$ cat config.mk
export PLATFORM = sky130hd
export DESIGN_NAME = acr_top
export DESIGN_NICKNAME = d
export VERILOG_FILES = /design/src/design/acr_pkg.sv /design/src/design/acr_clk_div.sv /design/src/design/acr_result_fmt.sv /design/src/design/acr_top.sv
export SDC_FILE = /design/constraint.sdc
export NUM_CORES = 1
export LEC_CHECK = 0
export BUFFER_PORTS_ARGS = -buffer_cell sky130_fd_sc_hd__buf_2
export CAP_MARGIN = 20
export CORE_ASPECT_RATIO = 0.6
export CORE_MARGIN = 4
export CORE_UTILIZATION = 52
export DETAILED_ROUTE_END_ITERATION = 12
export GPL_TIMING_DRIVEN = 0
export PLACE_DENSITY = 0.78
export SYNTH_ARGS = -nofsm -noshare
export SYNTH_HDL_FRONTEND = slang
export SYNTH_SLANG_ARGS = --single-unit
$ cat constraint.sdc
create_clock -name ref_clk -period 2.28 [get_ports ref_clk]
set_clock_uncertainty 0.15 [all_clocks]
set_input_delay 0.342 -clock ref_clk [delete_from_list [all_inputs] [get_ports ref_clk]]
set_output_delay 0.342 -clock ref_clk [all_outputs]
set_load 0.02 [all_outputs]
$ cat src/design/acr_pkg.sv
// register map, field positions, reset values and timing for the converter wrapper
// assumes a 32-bit APB master; only the low byte of each word carries data
package acr_pkg;
  // byte offsets of the APB words
  localparam logic [7:0] OFS_RES_LOW   = 8'h00;
  localparam logic [7:0] OFS_RES_HIGH  = 8'h04;
  localparam logic [7:0] OFS_CTRL_MAIN = 8'h08;
  localparam logic [7:0] OFS_CTRL_AUX  = 8'h0C;
  localparam logic [7:0] OFS_PIN_LOW   = 8'h10;
  localparam logic [7:0] OFS_PIN_HIGH  = 8'h14;
  localparam logic [7:0] OFS_IRQ_STAT  = 8'h18;
  localparam logic [7:0] OFS_IRQ_MASK  = 8'h1C;
  // converter_control_main fields
  localparam int BIT_START   = 7;
  localparam int BIT_BUSY    = 6;
  localparam int BIT_PWRDN   = 5;
  localparam int BIT_JUSTIFY = 4;
  localparam int BIT_CH3     = 3;
  // converter_control_aux fields
  localparam int BIT_INTREF  = 7;
  localparam int BIT_BANDGAP = 6;
  localparam int BIT_EXTREF  = 4;
  // interrupt status / mask field
  localparam int BIT_DONE    = 0;
  // values after reset
  localparam logic       RST_START   = 1'b0;
  localparam logic       RST_BUSY    = 1'b1;
  localparam logic       RST_PWRDN   = 1'b1;
  localparam logic [7:0] RST_AUX     = 8'h00;
  localparam logic [7:0] RST_PIN_LOW = 8'hFF;
  localparam logic [3:0] RST_PIN_HI  = 4'hF;
  // converter clocks from end of start to end of conversion
  localparam int CONV_CYCLES = 16;
  localparam int RES_BITS    = 12;
  typedef enum logic [1:0] {
    ST_IDLE = 2'b00,
    ST_HOLD = 2'b01,
    ST_CONV = 2'b10
  } acr_state_t;
endpackage : acr_pkg

$ cat src/design/acr_clk_div.sv
// converter clock prescaler: one-cycle tick every 2**code system clocks for codes 0 to 6; code 7 ticks every 64
// assumes clear is held while no conversion runs
`timescale 1ns/1ns
module acr_clk_div (
  // clock and reset
  input  wire logic       ref_clk,
  input  wire logic       reset_n,
  input  wire logic       ce,
  // control
  input  wire logic       clear,
  input  wire logic [2:0] div_code,
  // converter clock tick
  output logic            tick
);
  logic [5:0] cnt;
  logic [5:0] next_cnt;
  logic [5:0] mask;

  always_comb begin
    // code 111 is undefined; it falls back to divide by 64
    if (div_code == 3'h7) begin
      mask = 6'h3F;
    end else begin
      mask = 6'((7'h01 << div_code) - 7'h01);
    end
    tick     = !clear && ((cnt & mask) == mask); // RULE_18
    next_cnt = clear ? 6'h00 : 6'(cnt + 6'h01);
  end

  always_ff @(posedge ref_clk or negedge reset_n) begin
    if (!reset_n) begin
      cnt <= 6'h00;
    end else if (ce) begin
      cnt <= next_cnt;
    end
  end
endmodule : acr_clk_div

$ cat src/design/acr_result_fmt.sv
// places the 12-bit result into the low and high result bytes
// assumes raw data is held stable by the caller
`timescale 1ns/1ns
module acr_result_fmt (
  // raw result and format
  input  wire logic [11:0] raw,
  input  wire logic        justify,
  // formatted bytes
  output logic [7:0]       low_byte,
  output logic [7:0]       high_byte
);
  always_comb begin
    if (justify) begin
      high_byte = {4'h0, raw[11:8]}; // RULE_03 RULE_04
      low_byte  = raw[7:0];          // RULE_03
    end else begin
      high_byte = raw[11:4];         // RULE_02
      low_byte  = {raw[3:0], 4'h0};  // RULE_02 RULE_04
    end
  end
endmodule : acr_result_fmt

$ cat src/design/acr_top.sv
// converter control and result registers behind an APB slave
// assumes the analog core converts while core_reset is low and presents
// its 12-bit value on core_result by the end of the conversion count
//
// What this block does
// RULE_01: each conversion yields a held 12-bit unsigned result
// RULE_02: format zero gives left justified result
// RULE_03: format one gives right justified result
// RULE_04: unused result bit positions read zero
// RULE_05: start rising then falling begins conversion
// RULE_06: start held high resets core, busy one
// RULE_07: busy flag high while converting, resets high
// RULE_08: power-down bit one switches core off, resets one
// RULE_09: software should power down before sleeping
// RULE_10: eight inputs: three-bit field picks channel
// RULE_11: twelve inputs: codes above eleven undefined
// RULE_12: internal reference select overrides channel field
// RULE_13: pin enable bit routes pin to converter
// RULE_14: analog pins lose digital function and pull-up
// RULE_15: eight-input variant: control bit three reads zero
// RULE_16: result holds completed value for reading
// RULE_17: conversion end clears busy, raises interrupt flag
// RULE_18: clock field divides system clock by 2**code; code 7 divides by 64 instead of 128
// RULE_19: conversion lasts a fixed count of converter clocks
`timescale 1ns/1ns
module acr_top #(
  parameter int NUM_CHANNELS = 12,
  parameter int CONV_CYCLES  = acr_pkg::CONV_CYCLES
) (
  // clock, reset, enable
  input  wire logic        ref_clk,
  input  wire logic        reset_n,
  input  wire logic        ce,
  // apb slave
  input  wire logic        psel,
  input  wire logic        penable,
  input  wire logic        pwrite,
  input  wire logic [7:0]  paddr,
  input  wire logic [31:0] pwdata,
  output logic      [31:0] prdata,
  output logic             pready,
  output logic             pslverr,
  // analog core
  input  wire logic [11:0] core_result,
  output logic             core_reset,
  output logic             core_power_down,
  output logic             core_clk_tick,
  output logic      [3:0]  mux_channel,
  output logic             mux_internal_ref,
  output logic             bandgap_en,
  output logic             ext_ref_sel,
  // shared pins
  input  wire logic [11:0] pin_pullup_req,
  output logic      [11:0] pin_analog_en,
  output logic      [11:0] pin_digital_en,
  output logic      [11:0] pin_pullup_en,
  // interrupt
  output logic             irq
);
  // ***************************************
  // elaboration checks
  // ***************************************
  if (NUM_CHANNELS != 8 && NUM_CHANNELS != 12) begin : g_bad_ch
    $error("NUM_CHANNELS must be 8 or 12");
  end
  if (CONV_CYCLES < 1 || CONV_CYCLES > 255) begin : g_bad_cyc
    $error("CONV_CYCLES must be 1 to 255");
  end

  localparam logic [7:0] LAST_CNT = 8'(CONV_CYCLES - 1);
  localparam logic [3:0] CH_MASK  = (NUM_CHANNELS == 12) ? 4'hF : 4'h7;

  // ***************************************
  // state
  // ***************************************
  acr_pkg::acr_state_t state, next_state;
  logic        start_bit, next_start_bit;
  logic        busy, next_busy;
  logic        pwrdn, next_pwrdn;
  logic        justify, next_justify;
  logic [3:0]  chan, next_chan;
  logic [7:0]  aux, next_aux;
  logic [11:0] pin_en, next_pin_en;
  logic [11:0] result, next_result;
  logic        stat_done, next_stat_done;
  logic        mask_done, next_mask_done;
  logic [7:0]  conv_cnt, next_conv_cnt;
  logic [31:0] next_prdata;
  logic        next_pready;
  logic        next_pslverr;
  logic        tick;
  logic [7:0]  fmt_low;
  logic [7:0]  fmt_high;
  logic        setup;
  logic        wr_done;
  logic        rd_done;
  logic        done_evt;

  // ***************************************
  // helpers
  // ***************************************
  acr_clk_div u_div (
    .ref_clk  (ref_clk),
    .reset_n  (reset_n),
    .ce       (ce),
    .clear    (state != acr_pkg::ST_CONV),
    .div_code (aux[2:0]),
    .tick     (tick)
  );

  acr_result_fmt u_fmt (
    .raw       (result),
    .justify   (justify),
    .low_byte  (fmt_low),
    .high_byte (fmt_high)
  );

  function automatic logic mapped(input logic [7:0] a);
    mapped = (a == acr_pkg::OFS_RES_LOW)   || (a == acr_pkg::OFS_RES_HIGH) ||
             (a == acr_pkg::OFS_CTRL_MAIN) || (a == acr_pkg::OFS_CTRL_AUX) ||
             (a == acr_pkg::OFS_PIN_LOW)   || (a == acr_pkg::OFS_PIN_HIGH) ||
             (a == acr_pkg::OFS_IRQ_STAT)  || (a == acr_pkg::OFS_IRQ_MASK);
  endfunction : mapped

  // ***************************************
  // apb decode and register read
  // ***************************************
  always_comb begin
    setup   = psel && !penable;
    wr_done = psel && penable && pready && pwrite && !pslverr;
    rd_done = psel && penable && pready && !pwrite && !pslverr;
    next_pready  = setup;
    next_pslverr = setup && !mapped(paddr);
    next_prdata  = prdata;
    if (setup) begin
      next_prdata = 32'h0000_0000;
      if (pwrite) begin
        next_prdata = 32'h0000_0000;
      end else if (paddr == acr_pkg::OFS_RES_LOW) begin
        next_prdata[7:0] = fmt_low; // RULE_16
      end else if (paddr == acr_pkg::OFS_RES_HIGH) begin
        next_prdata[7:0] = fmt_high; // RULE_16
      end else if (paddr == acr_pkg::OFS_CTRL_MAIN) begin
        next_prdata[acr_pkg::BIT_START]   = start_bit;
        next_prdata[acr_pkg::BIT_BUSY]    = busy; // RULE_07
        next_prdata[acr_pkg::BIT_PWRDN]   = pwrdn;
        next_prdata[acr_pkg::BIT_JUSTIFY] = justify;
        next_prdata[3:0]                  = chan & CH_MASK; // RULE_15
      end else if (paddr == acr_pkg::OFS_CTRL_AUX) begin
        next_prdata[7:0] = aux & 8'hD7;
      end else if (paddr == acr_pkg::OFS_PIN_LOW) begin
        next_prdata[7:0] = pin_en[7:0];
      end else if (paddr == acr_pkg::OFS_PIN_HIGH) begin
        next_prdata[3:0] = pin_en[11:8];
      end else if (paddr == acr_pkg::OFS_IRQ_STAT) begin
        next_prdata[acr_pkg::BIT_DONE] = stat_done;
      end else if (paddr == acr_pkg::OFS_IRQ_MASK) begin
        next_prdata[acr_pkg::BIT_DONE] = mask_done;
      end
    end
  end

  // ***************************************
  // control registers and conversion sequence
  // ***************************************
  always_comb begin
    next_state     = state;
    next_start_bit = start_bit;
    next_busy      = busy;
    next_pwrdn     = pwrdn;
    next_justify   = justify;
    next_chan      = chan;
    next_aux       = aux;
    next_pin_en    = pin_en;
    next_result    = result;
    next_mask_done = mask_done;
    next_conv_cnt  = conv_cnt;
    done_evt       = 1'b0;
    if (wr_done) begin
      if (paddr == acr_pkg::OFS_CTRL_MAIN) begin
        next_start_bit = pwdata[acr_pkg::BIT_START];
        next_pwrdn     = pwdata[acr_pkg::BIT_PWRDN]; // RULE_08
        next_justify   = pwdata[acr_pkg::BIT_JUSTIFY];
        next_chan      = pwdata[3:0] & CH_MASK; // RULE_10 RULE_11 RULE_15
      end else if (paddr == acr_pkg::OFS_CTRL_AUX) begin
        next_aux = pwdata[7:0] & 8'hD7;
      end else if (paddr == acr_pkg::OFS_PIN_LOW) begin
        next_pin_en[7:0] = pwdata[7:0]; // RULE_13
      end else if (paddr == acr_pkg::OFS_PIN_HIGH && NUM_CHANNELS == 12) begin
        next_pin_en[11:8] = pwdata[3:0]; // RULE_13
      end else if (paddr == acr_pkg::OFS_IRQ_MASK) begin
        next_mask_done = pwdata[acr_pkg::BIT_DONE];
      end
    end
    case (state)
      acr_pkg::ST_IDLE: begin
        if (start_bit) begin
          next_state = acr_pkg::ST_HOLD;
          next_busy  = 1'b1; // RULE_06
        end
      end
      acr_pkg::ST_HOLD: begin
        next_busy = 1'b1; // RULE_06
        if (!start_bit) begin
          next_state    = acr_pkg::ST_CONV; // RULE_05
          next_conv_cnt = 8'h00;
        end
      end
      acr_pkg::ST_CONV: begin
        if (start_bit) begin
          next_state = acr_pkg::ST_HOLD; // RULE_06
        end else if (tick && !pwrdn) begin
          if (conv_cnt == LAST_CNT) begin
            next_state  = acr_pkg::ST_IDLE; // RULE_19
            next_busy   = 1'b0; // RULE_07 RULE_17
            next_result = core_result; // RULE_01
            done_evt    = 1'b1; // RULE_17
          end else begin
            next_conv_cnt = 8'(conv_cnt + 8'h01); // RULE_19
          end
        end
      end
      default: begin
        next_state = acr_pkg::ST_IDLE;
      end
    endcase
    // a read clears only what it returned; a new event wins
    next_stat_done = done_evt || (stat_done && !(rd_done &&
                     paddr == acr_pkg::OFS_IRQ_STAT && prdata[acr_pkg::BIT_DONE]));
  end

  always_ff @(posedge ref_clk or negedge reset_n) begin
    if (!reset_n) begin
      state     <= acr_pkg::ST_IDLE;
      start_bit <= acr_pkg::RST_START;
      busy      <= acr_pkg::RST_BUSY; // RULE_07
      pwrdn     <= acr_pkg::RST_PWRDN; // RULE_08
      justify   <= 1'b0;
      chan      <= 4'h0;
      aux       <= acr_pkg::RST_AUX;
      pin_en    <= {acr_pkg::RST_PIN_HI, acr_pkg::RST_PIN_LOW};
      result    <= 12'h000;
      stat_done <= 1'b0;
      mask_done <= 1'b0;
      conv_cnt  <= 8'h00;
      prdata    <= 32'h0000_0000;
      pready    <= 1'b0;
      pslverr   <= 1'b0;
    end else if (ce) begin
      state     <= next_state;
      start_bit <= next_start_bit;
      busy      <= next_busy;
      pwrdn     <= next_pwrdn;
      justify   <= next_justify;
      chan      <= next_chan;
      aux       <= next_aux;
      pin_en    <= next_pin_en & {(NUM_CHANNELS == 12) ? 4'hF : 4'h0, 8'hFF};
      result    <= next_result;
      stat_done <= next_stat_done;
      mask_done <= next_mask_done;
      conv_cnt  <= next_conv_cnt;
      prdata    <= next_prdata;
      pready    <= next_pready;
      pslverr   <= next_pslverr;
    end
  end

  // ***************************************
  // registered outputs to core and pins
  // ***************************************
  always_ff @(posedge ref_clk or negedge reset_n) begin
    if (!reset_n) begin
      core_reset       <= 1'b0;
      core_power_down  <= acr_pkg::RST_PWRDN;
      core_clk_tick    <= 1'b0;
      mux_channel      <= 4'h0;
      mux_internal_ref <= 1'b0;
      bandgap_en       <= 1'b0;
      ext_ref_sel      <= 1'b0;
      pin_analog_en    <= 12'h000;
      pin_digital_en   <= 12'hFFF;
      pin_pullup_en    <= 12'h000;
      irq              <= 1'b0;
    end else if (ce) begin
      core_reset       <= next_start_bit; // RULE_06
      core_power_down  <= next_pwrdn; // RULE_08
      core_clk_tick    <= tick && (state == acr_pkg::ST_CONV);
      mux_channel      <= next_chan; // RULE_10 RULE_11
      mux_internal_ref <= next_aux[acr_pkg::BIT_INTREF]; // RULE_12
      bandgap_en       <= next_aux[acr_pkg::BIT_BANDGAP];
      ext_ref_sel      <= next_aux[acr_pkg::BIT_EXTREF];
      pin_analog_en    <= pin_en; // RULE_13
      pin_digital_en   <= ~pin_en; // RULE_14
      pin_pullup_en    <= pin_pullup_req & ~pin_en; // RULE_14
      irq              <= next_stat_done && next_mask_done; // RULE_17
    end
  end
endmodule : acr_top

==> metrics.md <==
| Metric | Value |
|---|---|
| Cell variety after synth | 60 |
| RSZ-0062 raised after global routing | false |
| Detailed placement HPWL | 10.2 mm |
| Fraction of registers with async set/reset | 100% |
| Clock share of power | 37.2% |
| Number of synthesized register bits | 104 |
| FP Rows | 28 |
| Crit path cell chain | ha_1 > nand3_1 > nand2b_1 > nor3_4 > buf_4 > mux2_2 |
| Worst-Margin Slew | 0.689 ns |
| CP max stage cell | dfrtp_1 |
| Area Overhead vs Synth | 21.7% |
| Critical Setup Path Class | register to register |
| Busiest grt layer | met2 |
| Commonest non-fill, non-tap cell in the layout | buf_2 |
| Via count | 4344 |
| Final core utilization | 64.6% |
| CP delay by family, top | simple AND/OR/NAND/NOR gates |
| Drt wl/cell | 17.7 um |
| M2 GR Usage | 35.7% |
| Clk sinks | 104 |
| Crit Path Max Fanout | 10 |
| Placed cells | 755 |
| Hold WC Path Type | primary input to register |
| Pin count of the biggest net entering global routing | 54 |
| Drt first pass iters | 6 |
| Critical path buffer and inverter count | 1 |
| Core area | 9840 um2 |
| Setup TNS | 0 ns |
| Final worst-path cycle share | 94.5% |
| Max rail drop VDD | 0.000459 V |
| Final Hold Viols | 0 |
| DRC viols | 0 |
| Ports | 151 |
| Total power draw | 0.00455 W |
| Die area | 11800 um2 |
| Type of origin of the critical path | register |
| Clk buf depth | 2 |
| Die X | 137 um |
| ANT nets after route | 0 |
| Flop pwr share | 48.0% |
| Fraction of final layout cells sized beyond drive strength 1 | 37.9% |
| Leakage | 3.14 nW |
| Die height | 85.7 um |
| Post-Syn Area | 5230 um2 |
| PnR worst setup slack | 0.126 ns |
| Initial DRC count | 387 |
| Vias per inst | 5.62 |
| CP max stage delay | 0.41 ns |
| Global-route wire length before repair | 21.7 mm |
| Maxcap violations | 0 |
| I/O Buffers | 100 |
| Initial antenna violation count | 0 |
| Total track usage | 23.4% |
| Crit path time final | 2.15 ns |
| Psw | 0.00129 W |
| Place WS | -0.0709 ns |
| Initial Util | 53.1% |
| Mapped Avg Cell Area | 10.5 um2 |
| CTS tree | yes |
| Yosys Warn Count | 0 |
| EDFF count, synth | 0 |
| H-tree Lvls | 3 |
| Fin cells | 773 |
| Congestion Overflow GR | 0 |
| Max transition margin | 54.1% |
| Arrival time at the worst endpoint | 2.24 ns |
| GR Util met3 | 5.98% |
| Root buf cell | clkbuf_16 |
| Internal power | 0.00326 W |
| Worst Setup End Kind | register |
| Outcome | finished, final reports clean |
| Critical Path RT | 2.36 ns |
| Final Max Tran Viols | 0 |
| Worst skew pair latency | 0.35 ns |
| Routability cong. | 0.899 |
| Final Setup Violations | 0 |
| Seq/Total Area, Yosys | 50.4% |
| Most frequent cells in the layout | 107 x buf_2, 78 x dfrtp_1, 53 x mux2_2 |
| Cell count after synthesis | 496 |
| PD cells | 716 nW/um2 |
| Number of global-route vias before repair | 4281 |
| GRT met1 Usage | 34.1% |
| CTS clk-pin slew, worst paths | 0.07 ns |
| FMAX | 464 MHz |
| Final net count | 705 |
| DRT Wirelength | 13.7 mm |
| CTS Buf Count | 9 |
| Logic pwr share | 14.7% |
| ANT cells | 0 |
| Switching Fraction | 28.3% |
| Most used DFF post-synth | dfrtp_1 |
## kinds of logic after synthesis
family          count (synthesis)  share of synthesized area [%]
buf+inv                        74                           7.30
flops                         104                           50.4
other cells                     1                         0.0717
compound gates                114                           14.0
fa+ha+maj                       2                          0.479
mux                            64                           13.5
xor+xnor                        2                          0.335
simple gates                  135                           13.9
## what timing repair did
item,CTS,global route
setup endpoints to repair,8,12
hold buffers,1,0
pin swaps,1,0
setup buffers,1,0
resized for setup,0,1
endpoints found under the hold margin,46,0
## Yosys cell counts, types with 10 or more instances
master | number | area (um2)
dfrtp_1 | 78 | 1950
mux2_2 | 53 | 597
o21ai_0 | 42 | 210
nand2_1 | 36 | 135
dfstp_2 | 26 | 683
buf_4 | 25 | 188
nor2_1 | 24 | 90.1
inv_1 | 23 | 86.3
a21oi_1 | 21 | 105
clkbuf_1 | 13 | 48.8
mux2i_1 | 11 | 110
nand3_1 | 11 | 55.1
nand3b_1 | 10 | 75.1
## layout make-up
class                   instances  area, um2
repair buffers                103        548
clock buffers                   9        225
fillers                       805       3480
inverters                      24       90.1
multi-input cells             341       2300
plain buffers                  50        292
flip-flops and latches        104       2640
clock inverters                 7        101
well taps                     135        169
## worst reg2reg max path: cells and delay by family, from the launching register on
kind / cells / cell delay (ns)
multiplexers: 1 / 0.35
AND/OR/NAND/NOR: 3 / 0.65
flip-flops: 1 / 0.41
adder cells (fa/ha/maj): 1 / 0.26
buffers and inverters: 1 / 0.23
## registers in the layout (all words and copies together) (netlist names), 4 cells and up
register and flops:
pin_digital_en 12, conv_cnt 8, u_div.cnt 6, pin_en 12, prdata 8, pin_pullup_en 12
result 12, mux_channel 4, pin_analog_en 12, aux 6
## routing by layer
| metal | share of wire, % | wire (um) | up-vias |
|---|---|---|---|
| met5 | 0 | 0 | - |
| met4 | 0.61 | 84 | 0 |
| met3 | 7.6 | 1040 | 13 |
| met2 | 45 | 6210 | 177 |
| met1 | 46 | 6360 | 2155 |
| li1 | - | - | 1999 |
## worst paths after layout
check                                     to  slack, ns          startpoint  cells after the start
max                                result[7]       0.13         conv_cnt[0]                      6
min                        pin_pullup_en[11]       0.06  pin_pullup_req[11]                      2
max reg2reg                        result[7]       0.13         conv_cnt[0]                      6
min reg2reg                    core_clk_tick       0.34       core_clk_tick                      1
max in group asynchronous          pin_en[4]       0.79             reset_n                      3
min in group asynchronous        conv_cnt[5]       0.44             reset_n                      2
## per-stage QoR
step           cell area [um2]  hold WS (ns)
3_5_place_dp              6010         0.283
3_3_place_gp              5980         0.326
6_report                  6360        0.0624
2_1_floorplan             5310        -0.104
5_1_grt                   6360        0.0602
4_1_cts                   6360        0.0559
## power by group through the flow
| stage | clock network [W] | registers, W | logic, W |
|---|---|---|---|
| floorplan | 0 | 0.00222 | 0.000404 |
| global placement | 0 | 0.00221 | 0.000634 |
| detailed placement | 0 | 0.00221 | 0.000661 |
| CTS | 0.00171 | 0.00218 | 0.000669 |
| global route | 0.00178 | 0.00221 | 0.000747 |
| finish | 0.00169 | 0.00219 | 0.000670 |
No activity file was read; power rests on OpenSTA's default activity.
